===== src/inc/lcd_consts.vh =====
// constants for the command/address decoder
`ifndef LCD_CONSTS_VH
`define LCD_CONSTS_VH
`define LCD_CA_W        10
`define LCD_ROW_W       15
`define LCD_COL_W       12
`define LCD_BANK_W      3
`define LCD_MRA_W       8
`define LCD_OP_W        8
// rising-edge opcodes on ca[3:0] (bit0 = ca0)
`define LCD_OP_MRW      4'h0
`define LCD_OP_MRR      4'h8
`define LCD_OP_REFPB    4'h4
`define LCD_OP_REFAB    4'hC
`define LCD_OP_PRE      4'hB
`define LCD_OP_BST      4'h3
// low two opcode bits of activate (01xx) and of read/write (10xx)
`define LCD_OP_ACT2     2'h2
`define LCD_OP_RW2      2'h1
// ca[2:0] patterns with clock enable falling and chip select low
`define LCD_PD_SELF_REFRESH     3'h4
`define LCD_PD_DPD      3'h3
// power state codes
`define LCD_PS_ACTIVE   2'h0
`define LCD_PS_PDN      2'h1
`define LCD_PS_SELF_REFRESH     2'h2
`define LCD_PS_DPD      2'h3
`endif


===== src/design/lcd_decoder.v =====
// command/address decoder for a multiplexed ddr command bus
`timescale 1ns/1ps
`include "lcd_consts.vh"
// Functional notes
// RQ1: the controller issues only specified commands and timing, else re-initialises the device.
// RQ2: the command is chosen from chip select, ca0..ca3 and clock enable at the rising edge.
// RQ3: chip select and clock enable are sampled on rising edges only; the code leaves a power state on clock enable high in any mclk cycle.
// RQ4: ca bits are captured on both edges and paired rising then falling into one command.
// RQ5: bank commands take their bank from the three-bit bank field.
// RQ6: a read or write with auto precharge high precharges its bank after the access.
// RQ7: column bit zero is always zero.
// RQ8: precharge with the all-banks flag high hits every bank and ignores the bank field.
// RQ9: per-bank refresh is only sent to eight-bank devices.
// RQ10: a rise of clock enable leaves self refresh and deep power down regardless of decode.
// RQ11: the controller drives every don't-care ca position to a valid level.
// RQ12: with chip select low and clock enable high the rising opcode selects the command.
// RQ13: clock enable falling enters self refresh, deep power down or power down; rising exits.
// RQ14: mode, row and column fields are gathered from the rising and falling halves.
module lcd_decoder (
   input  wire        mclk_i,
   input  wire        nrst_i,
   input  wire        ck_rise_i,
   input  wire        ck_fall_i,
   input  wire        cs_n_i,
   input  wire        cke_i,
   input  wire [9:0]  ca_i,
   output reg         mode_register_write_o,
   output reg         mode_register_read_o,
   output reg         refresh_bank_o,
   output reg         refresh_all_o,
   output reg         activate_o,
   output reg         write_o,
   output reg         read_o,
   output reg         precharge_o,
   output reg         burst_terminate_o,
   output reg         nop_o,
   output reg         auto_precharge_flag_o,
   output reg         all_banks_flag_o,
   output reg  [2:0]  bank_select_o,
   output reg  [7:0]  bank_mask_o,
   output reg  [14:0] row_o,
   output reg  [11:0] col_o,
   output reg  [7:0]  mode_reg_addr_o,
   output reg  [7:0]  mode_reg_operand_o,
   output reg         self_refresh_o,
   output reg         deep_power_down_o,
   output reg         power_down_o,
   output reg         power_exit_o
);
   // one-hot decode states
   localparam ST_IDLE = 2'b01;
   localparam ST_HALF = 2'b10;

   wire        rise_s;
   wire        fall_s;
   wire        cs_n_s;
   wire        cke_s;
   wire [9:0]  ca_s;
   reg  [1:0]  st_r;
   reg  [1:0]  st_nxt;
   reg         cke_prev_r;
   reg  [9:0]  car_r;
   reg  [3:0]  cmd_r;
   reg  [1:0]  pstate_r;
   reg  [1:0]  pstate_nxt;

   // one-hot bank decode used for precharge and auto precharge
   function [7:0] bank_onehot;
      input [2:0] b;
      begin
         bank_onehot = 8'h01 << b;
      end
   endfunction

   // all pin inputs pass two flip-flops
   lcd_sync #(.W(14), .RST(1'b0)) u_sync (
      .mclk_i (mclk_i),
      .nrst_i (nrst_i),
      .d_i    ({ck_rise_i, ck_fall_i, cs_n_i, cke_i, ca_i}),
      .q_o    ({rise_s, fall_s, cs_n_s, cke_s, ca_s})
   );

   // command pairing state
   always @* begin
      st_nxt = st_r;
      case (st_r)
         ST_IDLE: begin
            if (rise_s && !cs_n_s && cke_s && cke_prev_r)
               st_nxt = ST_HALF;
         end
         ST_HALF: begin
            if (fall_s)
               st_nxt = ST_IDLE; // RQ4
         end
         default: st_nxt = ST_IDLE;
      endcase
   end

   // power state from clock enable transitions
   always @* begin
      pstate_nxt = pstate_r;
      if (rise_s && cke_prev_r && !cke_s) begin
         if (cs_n_s)
            pstate_nxt = `LCD_PS_PDN; // RQ13
         else if (ca_s[2:0] == `LCD_PD_SELF_REFRESH)
            pstate_nxt = `LCD_PS_SELF_REFRESH; // RQ13
         else if (ca_s[2:0] == `LCD_PD_DPD)
            pstate_nxt = `LCD_PS_DPD; // RQ13
      end else if (cke_s && !cke_prev_r) begin
         pstate_nxt = `LCD_PS_ACTIVE; // RQ10
      end
   end

   // state registers and rising-edge capture
   always @(posedge mclk_i or negedge nrst_i) begin
      if (!nrst_i) begin
         st_r       <= ST_IDLE;
         cke_prev_r <= 1'b0;
         car_r      <= 10'h000;
         cmd_r      <= 4'h0;
         pstate_r   <= `LCD_PS_ACTIVE;
      end else begin
         st_r     <= st_nxt;
         pstate_r <= pstate_nxt;
         if (rise_s)
            cke_prev_r <= cke_s; // RQ3
         if (rise_s && st_r == ST_IDLE) begin
            car_r <= ca_s;
            cmd_r <= ca_s[3:0]; // RQ2
         end
      end
   end

   // output pulses and fields
   always @(posedge mclk_i or negedge nrst_i) begin
      if (!nrst_i) begin
         mode_register_write_o <= 1'b0;
         mode_register_read_o  <= 1'b0;
         refresh_bank_o        <= 1'b0;
         refresh_all_o         <= 1'b0;
         activate_o            <= 1'b0;
         write_o               <= 1'b0;
         read_o                <= 1'b0;
         precharge_o           <= 1'b0;
         burst_terminate_o     <= 1'b0;
         nop_o                 <= 1'b0;
         auto_precharge_flag_o <= 1'b0;
         all_banks_flag_o      <= 1'b0;
         bank_select_o         <= 3'h0;
         bank_mask_o           <= 8'h00;
         row_o                 <= 15'h0000;
         col_o                 <= 12'h000;
         mode_reg_addr_o       <= 8'h00;
         mode_reg_operand_o    <= 8'h00;
         self_refresh_o        <= 1'b0;
         deep_power_down_o     <= 1'b0;
         power_down_o          <= 1'b0;
         power_exit_o          <= 1'b0;
      end else begin
         mode_register_write_o <= 1'b0;
         mode_register_read_o  <= 1'b0;
         refresh_bank_o        <= 1'b0;
         refresh_all_o         <= 1'b0;
         activate_o            <= 1'b0;
         write_o               <= 1'b0;
         read_o                <= 1'b0;
         precharge_o           <= 1'b0;
         burst_terminate_o     <= 1'b0;
         nop_o                 <= 1'b0;
         power_exit_o          <= (pstate_r != `LCD_PS_ACTIVE) &&
                                  (pstate_nxt == `LCD_PS_ACTIVE); // RQ10
         self_refresh_o        <= (pstate_nxt == `LCD_PS_SELF_REFRESH);
         deep_power_down_o     <= (pstate_nxt == `LCD_PS_DPD);
         power_down_o          <= (pstate_nxt == `LCD_PS_PDN);
         // deselect with clock enable steady high is a nop
         if (rise_s && cs_n_s && cke_s && cke_prev_r)
            nop_o <= 1'b1;
         if (st_r == ST_HALF && fall_s) begin
            if (cmd_r == `LCD_OP_MRW) begin // RQ12
               mode_register_write_o <= 1'b1;
               mode_reg_addr_o       <= {ca_s[1:0], car_r[9:4]}; // RQ14
               mode_reg_operand_o    <= ca_s[9:2]; // RQ14
            end else if (cmd_r == `LCD_OP_MRR) begin // RQ12
               mode_register_read_o <= 1'b1;
               mode_reg_addr_o      <= {ca_s[1:0], car_r[9:4]}; // RQ14
            end else if (cmd_r == `LCD_OP_REFPB) begin
               refresh_bank_o <= 1'b1; // RQ12
            end else if (cmd_r == `LCD_OP_REFAB) begin
               refresh_all_o <= 1'b1; // RQ12
            end else if (cmd_r[1:0] == `LCD_OP_ACT2) begin // activate 01xx
               activate_o    <= 1'b1;
               bank_select_o <= car_r[9:7]; // RQ5
               row_o         <= {ca_s[9:8], car_r[6:2], ca_s[7:0]}; // RQ14
            end else if (cmd_r[1:0] == `LCD_OP_RW2) begin // write 100x / read 101x
               write_o               <= ~cmd_r[2];
               read_o                <= cmd_r[2];
               bank_select_o         <= car_r[9:7]; // RQ5
               col_o                 <= {ca_s[9:1], car_r[6:5], 1'b0}; // RQ7
               auto_precharge_flag_o <= ca_s[0];
               bank_mask_o           <= ca_s[0] ? bank_onehot(car_r[9:7]) : 8'h00; // RQ6
            end else if (cmd_r == `LCD_OP_PRE) begin // precharge 1101
               precharge_o      <= 1'b1;
               all_banks_flag_o <= car_r[4];
               bank_select_o    <= car_r[9:7]; // RQ5
               bank_mask_o      <= car_r[4] ? 8'hFF : bank_onehot(car_r[9:7]); // RQ8
            end else if (cmd_r == `LCD_OP_BST) begin
               burst_terminate_o <= 1'b1; // RQ12
            end else begin
               nop_o <= 1'b1; // RQ12
            end
         end
      end
   end
endmodule // lcd_decoder


===== src/design/lcd_sync.v =====
// two flip-flop synchroniser for pin inputs
`timescale 1ns/1ps
module lcd_sync #(
   parameter W   = 1,
   parameter RST = 1'b0
) (
   input  wire         mclk_i,
   input  wire         nrst_i,
   input  wire [W-1:0] d_i,
   output reg  [W-1:0] q_o
);
   reg [W-1:0] meta_r;
   // first stage feeds only the second
   always @(posedge mclk_i or negedge nrst_i) begin
      if (!nrst_i) begin
         meta_r <= {W{RST}};
         q_o    <= {W{RST}};
      end else begin
         meta_r <= d_i;
         q_o    <= meta_r;
      end
   end
endmodule // lcd_sync


===== config.mk =====
export PLATFORM = sky130hd
export DESIGN_NAME = lcd_decoder
export DESIGN_NICKNAME = d
export VERILOG_FILES = /design/src/design/lcd_decoder.v /design/src/design/lcd_sync.v
export VERILOG_INCLUDE_DIRS = /design/src /design/src/inc
export SDC_FILE = /design/constraint.sdc
export NUM_CORES = 1
export LEC_CHECK = 0
export ABC_AREA = 1
export BUFFER_PORTS_ARGS = -buffer_cell sky130_fd_sc_hd__clkbuf_2
export CAP_MARGIN = 25
export CORE_UTILIZATION = 25
export DETAILED_ROUTE_END_ITERATION = 12
export PLACE_DENSITY = 0.39
export RECOVER_POWER = 100
export SLEW_MARGIN = 20
export SYNTH_ARGS = -nofsm -noshare
export SYNTH_HDL_FRONTEND = slang
export SYNTH_SLANG_ARGS = --single-unit

===== constraint.sdc =====
create_clock -name mclk_i -period 4.1 [get_ports mclk_i]
set_input_delay 0.82 -clock mclk_i [delete_from_list [all_inputs] [get_ports mclk_i]]
set_output_delay 0.82 -clock mclk_i [all_outputs]
set_load 0.02 [all_outputs]

==> After elaboration in Yosys (flattened, before gate mapping) <==
Index checks and enable logic that the tools add are counted.
Widths: inputs -> output; s select.
{ "totals": {"register_bits": 116} }
{ "classes": {"eq_ne": 16, "shift": 1, "muxes": 78, "bitwise": 7, "n_reduce_logical": 29} }
{ "ops": {"columns": ["op", "n"], "rows": [
  ["$mux 1", 61],
  ["$mux 8", 6],
  ["$mux 2", 7],
  ["$reduce_and 7->1", 2],
  ["$eq 4x4->1 const B", 3],
  ["$logic_and 1x1->1", 12],
  ["$reduce_and 6->1", 2],
  ["$mux 3", 3],
  ["$eq 2x2->1 const B", 4],
  ["$reduce_and 8->1", 1],
  ["$shl 1x3->8 const A", 1],
  ["$not 1->1", 7],
  ["$eq 2x1->1 const B", 3],
  ["$reduce_and 2->1", 3],
  ["$reduce_bool 2->1", 3],
  ["$eq 4x2->1 const B", 1],
  ["$eq 4x3->1 const B", 1],
  ["$logic_not 4->1", 1],
  ["$pmux 2 s2", 1],
  ["$eq 3x2->1 const B", 1],
  ["$eq 3x3->1 const B", 1],
  ["$logic_not 1->1", 3],
  ["$reduce_bool 3->1", 1],
  ["$logic_not 2->1", 1],
  ["2 further kinds", 2]
]} }

==> Depth between registers and ports, before layout <==
Gate-level depths: netlist (run 1).
{ "depth": {"depth_word": 13, "depth_mapped": 9, "depth_no_buf": 8} }

==> Modules after synthesis <==
Synthesis (run 1) repeated with hierarchy kept, for this count alone.
{ "unflattened": {"cells_unflattened": 403, "area_unflattened_um2": 4171.5} }
{ "by_module_without_submodules": {"columns": ["module", "n_inst", "cells_per_inst", "area_each_um2", "seq_area_each_um2"], "rows": [
  ["lcd_decoder", 1, 375, 3470.8, 2103.3],
  ["lcd_sync", 1, 28, 700.7, 700.7]
]} }

==> Worst setup path before layout (run 1) <==
OpenSTA, ideal clock, no wires.
{ "synth_timing": {"kind": "reg-to-reg", "start": "register car_r[0] (netlist name)", "end": "register col_o[10]", "setup_time_ps": 117, "arrival_ps": 1357, "required_time_ps": 3983, "slack_ps": 2626, "stages_incl_launch_ff": 10, "n_path_buf": 1, "period_less_slack_ps": 1474, "cell_sequence": "dfrtp_1 > inv_1 > ha_1 > o21ai_1 > nand3_2 > inv_2 > nand2_4 > buf_8 > nand2_1 > nand2_1"} }
{ "synth_lines": {"columns": ["item", "line", "source"], "rows": [
  ["end signal, assigned", "lcd_decoder.v:198", "col_o <= {ca_s[9:1], car_r[6:5], 1'b0};"],
  ["end, declared", "lcd_decoder.v:42", "output reg [11:0] col_o,"]
]} }

==> results of run 1 <==
## routing by layer
metal / vias up / global-route usage, % / part of all wire, %
li1: 1417 / - / -
met4: 0 / 3.92 / 1.5
met5: - / 0 / 0
met1: 1374 / 15.4 / 47
met3: 9 / 4.32 / 5.0
met2: 64 / 18.3 / 47
## worst paths after layout
kind	start	end	slack, ps	depth (start not counted)
worst min register to register	u_sync.meta_r[11]	u_sync.q_o[11]	350	0
max in group mclk_i	car_r[0]	mode_reg_operand_o[2]	1990	5
worst max register to register	car_r[0]	mode_reg_operand_o[2]	1990	5
min in group asynchronous	nrst_i	u_sync.meta_r[6]	460	1
worst min-delay path	u_sync.meta_r[11]	u_sync.q_o[11]	350	0
worst max-delay path	nrst_i	bank_mask_o[6]	1680	2
## state kept, by name, summed over array words and instances, names as in the netlist, 2 cells and up
name / flops
bank_select_o: 3
bank_mask_o: 8
col_o: 11
u_sync.q_o: 14
pstate_r: 2
row_o: 15
mode_reg_operand_o: 8
st_r: 2
u_sync.meta_r: 14
car_r: 10
mode_reg_addr_o: 8
## synth_stat cells (all sizes together), types with 3 or more instances
| master | n |
|---|---|
| nor2 | 33 |
| o21ai | 47 |
| dfrtp | 111 |
| nor3 | 4 |
| buf | 8 |
| inv | 40 |
| clkbuf | 3 |
| nand2 | 116 |
| nand3 | 14 |
| a21oi | 15 |
| ha | 5 |
## cell families (layout without fill, tap and decap cells)
logic type / after synthesis / after routing
other: 1 / 1
buffers and inverters: 52 / 142
adders and majority gates: 5 / 5
AOI/OAI and AO/OA: 63 / 63
and+or+nand+nor: 167 / 167
DFF: 112 / 112
## report_power, final
group	leakage (nW)	switching [mW]	internal (mW)
Clock	0.146	0.409	0.469
Sequential	1.47	0.0280	1.14
Combinational	0.806	0.104	0.0390
Total	2.43	0.541	1.65
## through the flow
step / cells / power [mW]
4_1_cts: 706 / 2.24
6_report: 706 / 2.19
3_3_place_gp: 690 / 1.35
5_1_grt: 706 / 2.30
3_5_place_dp: 690 / 1.35
2_1_floorplan: 400 / 1.28
## layout make-up
| class | instances | area (sq um) | share of cell area [%] |
|---|---|---|---|
| Sequential cell | 112 | 2800 | 56.8 |
| Multi-Input combinational cell | 236 | 1070 | 21.6 |
| Clock buffer | 12 | 267 | 5.40 |
| Tap cell | 216 | 270 | 5.47 |
| Timing Repair Buffer | 85 | 342 | 6.92 |
| Clock inverter | 4 | 33.8 | 0.684 |
| Inverter | 41 | 154 | 3.12 |
==> impl_results.md, run 1 <==
- Status: finished, violations left
- Violated checks: max-capacitance violations, max-slew violations
- Final Core Density: between 30% and 40%
- Row cnt: 46
- Tmin final: around 2400 ps
- Global-route wire length before repair: approximately 16 mm
- CTS sink cnt: ~110
- Core area: approximately 0.016 sq mm
- Vias: 2864
- Netlist cell types: 28
- DR vias/cell: 4.06
- Async set or reset register ratio after synthesis: 100%
- Leakage: about 2.4 nW
- Total Die Area: about 0.017 sq mm
- DIE WIDTH: about 130 um
- Xor/xnor share of the synthesized area: 0%
- Register bit total from synthesis: around 110
- Drt wl/cell: 13.4 um
- Simple-gate share of the synthesized area: 17.5%
- Pre-CTS WS: ~2400 ps
- Data required, critical path: about 4300 ps
- Hold slack: 351 ps
- Worst-margin pin slew: about 1600 ps
- Register area share after synthesis: between 60% and 70%
- Final worst slack: between 1500 and 2000 ps
- Initial antenna violation count: 0
- Net count, final: 506
- CP Capture Type: asynchronous set/reset pin
- Slew margin rel.: -4.71%
- Ys Warns: 0
- CP arrival: about 2600 ps
- # DRC: 0
- CTS buffer count: 9
- # port buffers: 84
- TritonCTS clock tree: done
- GRT Total Usage: 11.9%
- Commonest non-fill, non-tap cell in the layout: nand2_1
- Adder-cell share of the synthesized area: under 10%
- DP Wirelength: 6.80 mm
- Power Density: ~440 mW/mm^2
- Largest net degree at the start of global routing: 65
- Die Ht: ~130 um
- Clk buf depth: 2
- Fmax: about 410 MHz
- Ant diodes: 0
- CTS H-tree depth: 3
- EDFF count, synth: 0
- Area growth syn-to-layout: 18.3%
- CTS Root Cell: clkbuf_16
- Tcrit/Tclk final: 59.1%
- Final setup TNS: 0 ps
- Vias in the first global route: around 2900
- # setup viols final: 0
- VDD IR max: 0.000250 V
- Number of buffers inserted by hold repair at cts: 0
- Startpoint Class: primary input
- Mean post-synth cell area: approximately 10 sq um
- Commonest cells after routing, fill and taps aside: nand2_1, dfrtp_1, clkbuf_1
- Filler Cell Count: around 1800
- # IOs: 86
- CP max FO: 64
- WL final: between 9 and 10 mm
- Resized Gates After CTS: 0
- Largest area contributor in the netlist: dfrtp_1
- Share of the synthesized area in the top cell type: 66.5%
- Initial core utilization: about a quarter
- Top post-synthesis cells by area: dfrtp_1, nand2_1, o21ai_0, inv_1, nor2_1
- Drt first pass iters: 5
- Synth Net Count: ~420
- Compound-Gate Fraction of Synth Area: under 10%
- Mapped cell area: 0.00417 sq mm
- Pins Over Slew Limit: between 60 and 70
- Fraction of layout cells with a size suffix above 1: ~8.4%
- Final Skew: about 9.1 ps
- Largest family of logic cells by synthesized area: simple AND/OR/NAND/NOR gates
- Crit path cell chain: buf_4 > clkbuf_2
- CP Buf/Inv Count: 2
- Unrepaired setup endpoints after global routing: no
- Portion of netlist area occupied by mux cells: 0%
- Cell Area, Placed: ~0.0048 sq mm
- Slowest stage delay, CP: 1260 ps
- Routed Antenna Nets: 0
- Min-Delay Path Class: flip-flop to flip-flop
- Initial DRC Count: approximately 200
- Mapped Cells: 400
- Design Area, Final: around 0.0049 sq mm
- Final Hold Fails: 0
- Gpl congestion: approximately 0.73
- Post-CTS Setup Bufs: 0
- Slowest stage cell, crit path: clkbuf_2
- CP top delay family: buffers and inverters
- Maxcap violations: 1
- Clk slew on worst S/H paths: roughly 70 ps
- Setup CP Type: primary input to asynchronous set/reset pin
- Clk_lat worst skew: around 360 ps
- Prevailing post-synth register cell: dfrtp_1
- GRT overflow: 0
Note: power is estimated with default switching activity, not from simulation.
==> inputs of run 2 (changes only) <==
==> constraint.sdc (replaced) <==
create_clock -name mclk_i -period 2.5 [get_ports mclk_i]
set_input_delay 0.5 -clock mclk_i [delete_from_list [all_inputs] [get_ports mclk_i]]
set_output_delay 0.5 -clock mclk_i [all_outputs]
set_load 0.02 [all_outputs]
==> run 2 against run 1 <==
Against the previous run: the flow now finishes without violations; wire length increased by 0.85%; die area unchanged; worst setup slack got worse by 1100 ps; sequential share of layout area decreased by 0.14 points; design area increased by 0.25%; core utilization increased by 0.078 points; sequential power increased by 64%; worst hold slack got worse by 100 ps; critical path depth increased by 6; non-clock buffer count increased by 1; register-to-register slack got worse by 1400 ps.
==> impl_results.md, run 2 (same netlist as run 1, synthesis figures left out) <==
- Met1 Usage GRT: 16.0%
- Fraction of layout cells with a size suffix above 1: about 9%
- Resized Gates After CTS: 0
- Final Hold Fails: 0
- Slowest stage delay, CP: about 400 ps
- DR vias/cell: between 3 and 4
- Clk buf depth: 2
- CTS buffer count: 9
- Commonest cells after routing, fill and taps aside: nand2_1, dfrtp_1, clkbuf_1
- CTS sink cnt: about 110
- Slowest stage cell, crit path: dfrtp_1
- Area growth syn-to-layout: 18.6%
- DIE WIDTH: between 100 and 150 um
- Min-Delay Path Class: primary input to flip-flop
- R2R setup slack: around 570 ps
- CP max FO: 14
- Total power: between 3 and 4 mW
- Maxcap violations: 0
- Largest register FFs: 15
- Largest regs: row_o (15), u_sync.meta_r (14), u_sync.q_o (14)
- Initial DRC Count: roughly 130
- Final setup TNS: 0 ps
- Vias: approximately 2800
- Initial core utilization: roughly a quarter
- Post-CTS Setup Bufs: 0
- DP Wirelength: about 6.9 mm
- Drt first pass iters: 4
- Ant diodes: 0
- Worst Reg-to-Reg Cells: 8
- Pins Over Slew Limit: 0
- Final Skew: 7.54 ps
- Data required, critical path: about 2800 ps
- Final Core Density: between 30% and 40%
- Row cnt: 46
- GR peak layer: met2
- CP Capture Type: flip-flop
- Hold path startpoint: ca_i[4]
- GRT Total Usage: between 10% and 20%
- WL final: about 9.6 mm
- Die Ht: 131 um
- Clk_lat worst skew: about 350 ps
- Power Density: between 700 and 800 mW/mm^2
- Slew margin rel.: 33.1%
- Met3 GRT Util: 4.51%
- Net count, final: between 500 and 600
- Clk slew on worst S/H paths: ~70 ps
- Unrepaired setup endpoints after global routing: no
- Initial antenna violation count: 0
- Crit path cell chain: inv_1 > ha_1 > nand2_1 > nand2_1 > inv_1 > nand2_1 > nand2_1 > nand2_1
- Drt wl/cell: about 14 um
- Critical R2R Launch: car_r[0]
- Hold endpoint: u_sync.meta_r[4]
- TritonCTS clock tree: done
- Gpl congestion: 0.767
- # setup viols final: 0
- # DRC: 0
- CTS Root Cell: clkbuf_16
- Core area: around 0.016 sq mm
- WHS Path Cells: 1
- Largest net degree at the start of global routing: just over 40
- Number of buffers inserted by hold repair at cts: 0
- Tmin final: between 1500 and 2000 ps
- VDD IR max: 0.000370 V
- Commonest non-fill, non-tap cell in the layout: nand2_1
- Worst-margin pin slew: roughly 1000 ps
- Status: completed
- Top reg by flops: row_o
- Leakage: about 2.4 nW
- Tcrit/Tclk final: between 70% and 80%
- Fmax: 519 MHz
- GRT overflow: 0
- Cell mode on critical path: nand2_1
- # port buffers: 84
- Vias in the first global route: around 2900
- CP arrival: 2170 ps
- Setup CP Type: flip-flop to flip-flop
- Worst R2R End: auto_precharge_flag_o
- GR Layer Usage met2: a little under a fifth
- Routed Antenna Nets: 0
- Total Die Area: 0.0172 sq mm
- CTS H-tree depth: 3
- Global-route wire length before repair: between 15 and 20 mm
- # IOs: 86
- Startpoint Class: flip-flop
run 2: critical path: cells and delay by family (launching register included):
kind	cells	cell delay [ps]
AND/OR/NAND/NOR	5	910
buffers and inverters	2	230
flip-flops	1	400
adder cells (fa/ha/maj)	1	270
run 2: worst max-delay path by stage:
stage	from	to	slack [ps]	cells past startpoint
final	car_r[0]	auto_precharge_flag_o	570	8
after global routing	car_r[0]	row_o[7]	310	5
after CTS	car_r[0]	row_o[14]	730	5
after detailed placement	car_r[0]	row_o[7]	750	5
after global placement	car_r[0]	row_o[13]	800	6
after floorplan	car_r[0]	col_o[10]	1030	9
run 2: where the power goes:
part           switching, mW  total, mW  internal [mW]
logic                  0.178      0.242         0.0647
registers             0.0450       1.92           1.87
clock network          0.646       1.45          0.799
run 2: layer usage:
metal | routed length (um) | part of all wire, %
met5 | 0 | 0
met3 | 472 | 4.9
met1 | 4550 | 48
met4 | 117 | 1.2
met2 | 4420 | 46
run 2: area by class of cell:
type / instances / area, sq um
fill: 1745 / 11200
tap: 216 / 270
clock buffer: 10 / 239
inverter: 41 / 154
sequential: 112 / 2800
multi-input combinational: 236 / 1080
clock inverter: 5 / 56.3
timing repair buffer: 86 / 344
run 2: through the flow:
stage | instance area [sq um] | hold WS (ps) | instances | setup WS, ps
detailed placement | 4820 | 335 | 691 | 750
global route | 4950 | 225 | 706 | 309
CTS | 5120 | 125 | 706 | 732
global placement | 4820 | 332 | 691 | 800
floorplan | 4170 | 204 | 400 | 1030
finish | 4950 | 247 | 706 | 572
==> inputs of run 3 (changes only) <==
--- a/config.mk
+++ b/config.mk
@@ -6,7 +6,7 @@
 export SDC_FILE = /design/constraint.sdc
 export NUM_CORES = 1
 export LEC_CHECK = 0
-export ABC_AREA = 1
+export ABC_AREA = 0
 export BUFFER_PORTS_ARGS = -buffer_cell sky130_fd_sc_hd__clkbuf_2
 export CAP_MARGIN = 25
 export CORE_UTILIZATION = 25
==> constraint.sdc (replaced) <==
create_clock -name mclk_i -period 2 [get_ports mclk_i]
set_input_delay 0.4 -clock mclk_i [delete_from_list [all_inputs] [get_ports mclk_i]]
set_output_delay 0.4 -clock mclk_i [all_outputs]
set_load 0.02 [all_outputs]
==> run 3 against run 2 <==
Against the previous run: design area up 3.3%; worst hold slack worse by 100 ps; worst setup slack worse by 460 ps; first-iteration DRC count up 37%; sequential cell count unchanged; critical path type unchanged; maximum frequency up 2.0%.
==> impl_results.md, run 3 <==
- DP Wirelength: roughly 6.5 mm
- CTS Root Cell: clkbuf_16
- Fraction of layout cells with a size suffix above 1: between 20% and 30%
- Final Core Density: about a third
- Net count, final: 411
- Slew margin rel.: 36.9%
- Fmax: roughly 530 MHz
- Register area share after synthesis: between 60% and 70%
- Power Density: 935 mW/mm^2
- Mean post-synth cell area: around 14 sq um
- Largest area contributor in the netlist: dfrtp_1
- Register bit total from synthesis: between 100 and 150
- Die Ht: about 130 um
- CP Capture Type: flip-flop
- Clk buf depth: 2
- Slowest stage delay, CP: 430 ps
- CP Buf/Inv Count: 1
- Worst-margin pin slew: roughly 950 ps
- Core area: 0.0161 sq mm
- Initial DRC Count: 180
- Pins Over Slew Limit: 0
- Routed Antenna Nets: 0
- Top post-synthesis cells by area: dfrtp_1, mux2_2, mux2_4, o21ai_0, nand2_1
- Largest regs: row_o (15), u_sync.meta_r (14), u_sync.q_o (14)
- Maxcap violations: 0
- Setup CP Type: flip-flop to flip-flop
- Clk slew on worst S/H paths: approximately 80 ps
- Vias in the first global route: 2656
- Clk_lat worst skew: between 300 and 400 ps
- Row cnt: 46
- Unrepaired setup endpoints after global routing: no
- Largest register FFs: 15
- Data required, critical path: 2240 ps
- R2R setup slack: ~110 ps
- Largest net degree at the start of global routing: 38
- VDD IR max: 0.000383 V
- Startpoint Class: flip-flop
- EDFF count, synth: 0
- Crit path cell chain: buf_4 > ha_1 > and3b_1 > o21ai_0 > mux2_2
- Post-synth top cells: dfrtp_1, mux2_2, nand2_1
- Critical R2R Launch: car_r[1]
- Status: completed
- Hold path startpoint: ca_i[4]
- Total power: ~4.8 mW
- Mapped Cells: approximately 300
- Number of buffers inserted by hold repair at cts: 0
- CP arrival: roughly 2100 ps
- WHS Path Cells: 1
- Resized Gates After CTS: 0
- # IOs: 86
- Tmin final: 1890 ps
- Total Die Area: 0.0172 sq mm
- Worst Reg-to-Reg Cells: 5
- TritonCTS clock tree: done
- CP max FO: 4
- Leakage: ~2.4 nW
- Final Hold Fails: 0
- Share of the synthesized area in the top cell type: 66.6%
- Synth Net Count: between 300 and 400
- Area growth syn-to-layout: 22.6%
- Slowest stage cell, crit path: o21ai_0
- Gpl congestion: 0.739
- Ys Warns: 0
- Ant diodes: 0
- Hold endpoint: u_sync.meta_r[4]
- DR vias/cell: between 4 and 5
- Final Skew: just over 9 ps
- Most common cell in the netlist: dfrtp_1
- Drt wl/cell: 15.0 um
- Vias: roughly 2500
- Initial antenna violation count: 0
- Worst R2R End: bank_select_o[0]
- Commonest non-fill, non-tap cell in the layout: dfrtp_1
- Commonest cells after routing, fill and taps aside: dfrtp_1, clkbuf_1, mux2_2
- WL final: between 9 and 10 mm
- Initial core utilization: about a quarter
- Async set or reset register ratio after synthesis: between 90% and 100%
- Prevailing post-synth register cell: dfrtp_1
- CTS buffer count: 9
- CTS H-tree depth: 3
- Drt first pass iters: 4
- Min-Delay Path Class: primary input to flip-flop
- Final setup TNS: 0 ps
- CP top delay family: compound AO/OA/AOI/OAI gates
- Top reg by flops: row_o
- # DRC: 0
- # setup viols final: 0
- Tcrit/Tclk final: between 90% and 100%
- Post-CTS Setup Bufs: 0
- GRT overflow: 0
- GRT Total Usage: a little under an eighth
- # port buffers: between 80 and 90
- Global-route wire length before repair: roughly 15 mm
- CTS sink cnt: ~110
- Mapped cell area: 0.00417 sq mm
- DIE WIDTH: around 130 um
- Netlist cell types: 40
-- run 3: power breakdown --
group / switching, mW / internal (mW)
Sequential: 0.0886 / 2.35
Clock: 0.868 / 1.12
Combinational: 0.221 / 0.132
Total: 1.18 / 3.60
-- run 3: area by class of cell --
type	instances	area, sq um
Clock buffer	9	225
Clock inverter	7	104
Fill cell	1634	10900
Inverter	10	37.5
Multi-Input combinational cell	162	1280
Sequential cell	112	2800
Tap cell	216	270
Timing Repair Buffer	95	397
-- run 3: worst max path at each step --
stage,from,to,cells after the start
finish,car_r[1],bank_select_o[0],5
global route,car_r[0],bank_select_o[0],6
CTS,car_r[0],bank_mask_o[6],7
detailed placement,car_r[0],bank_mask_o[6],7
global placement,car_r[0],col_o[8],5
floorplan,car_r[0],col_o[10],7
-- run 3: cell families (layout without fill, tap and decap cells) --
family,after synthesis,count (layout),share of synthesized area (%)
mux,52,52,14.6
fa+ha+maj,5,5,1.50
flops,112,112,67.2
simple gates,65,65,8.73
other cells,1,1,0.0899
compound gates,39,39,5.64
buf+inv,18,121,2.22
-- run 3: routing by layer --
layer | up-vias | part of all wire [%] | track usage [%]
li1 | 1197 | - | -
met1 | 1265 | 47 | 14.9
met2 | 63 | 43 | 17.0
met3 | 13 | 7.1 | 4.21
met4 | 0 | 2.2 | 6.08
met5 | - | 0 | 0
-- run 3: stage by stage --
step | area (sq um) | hold WS [ps] | cells | setup slack, ps
detailed placement | 4940 | 336 | 595 | 58.1
CTS | 5270 | 33.2 | 611 | 42.8
finish | 5110 | 144 | 611 | 111
floorplan | 4170 | 104 | 292 | 235
global route | 5110 | 133 | 611 | 5.77
global placement | 4940 | 333 | 595 | 137
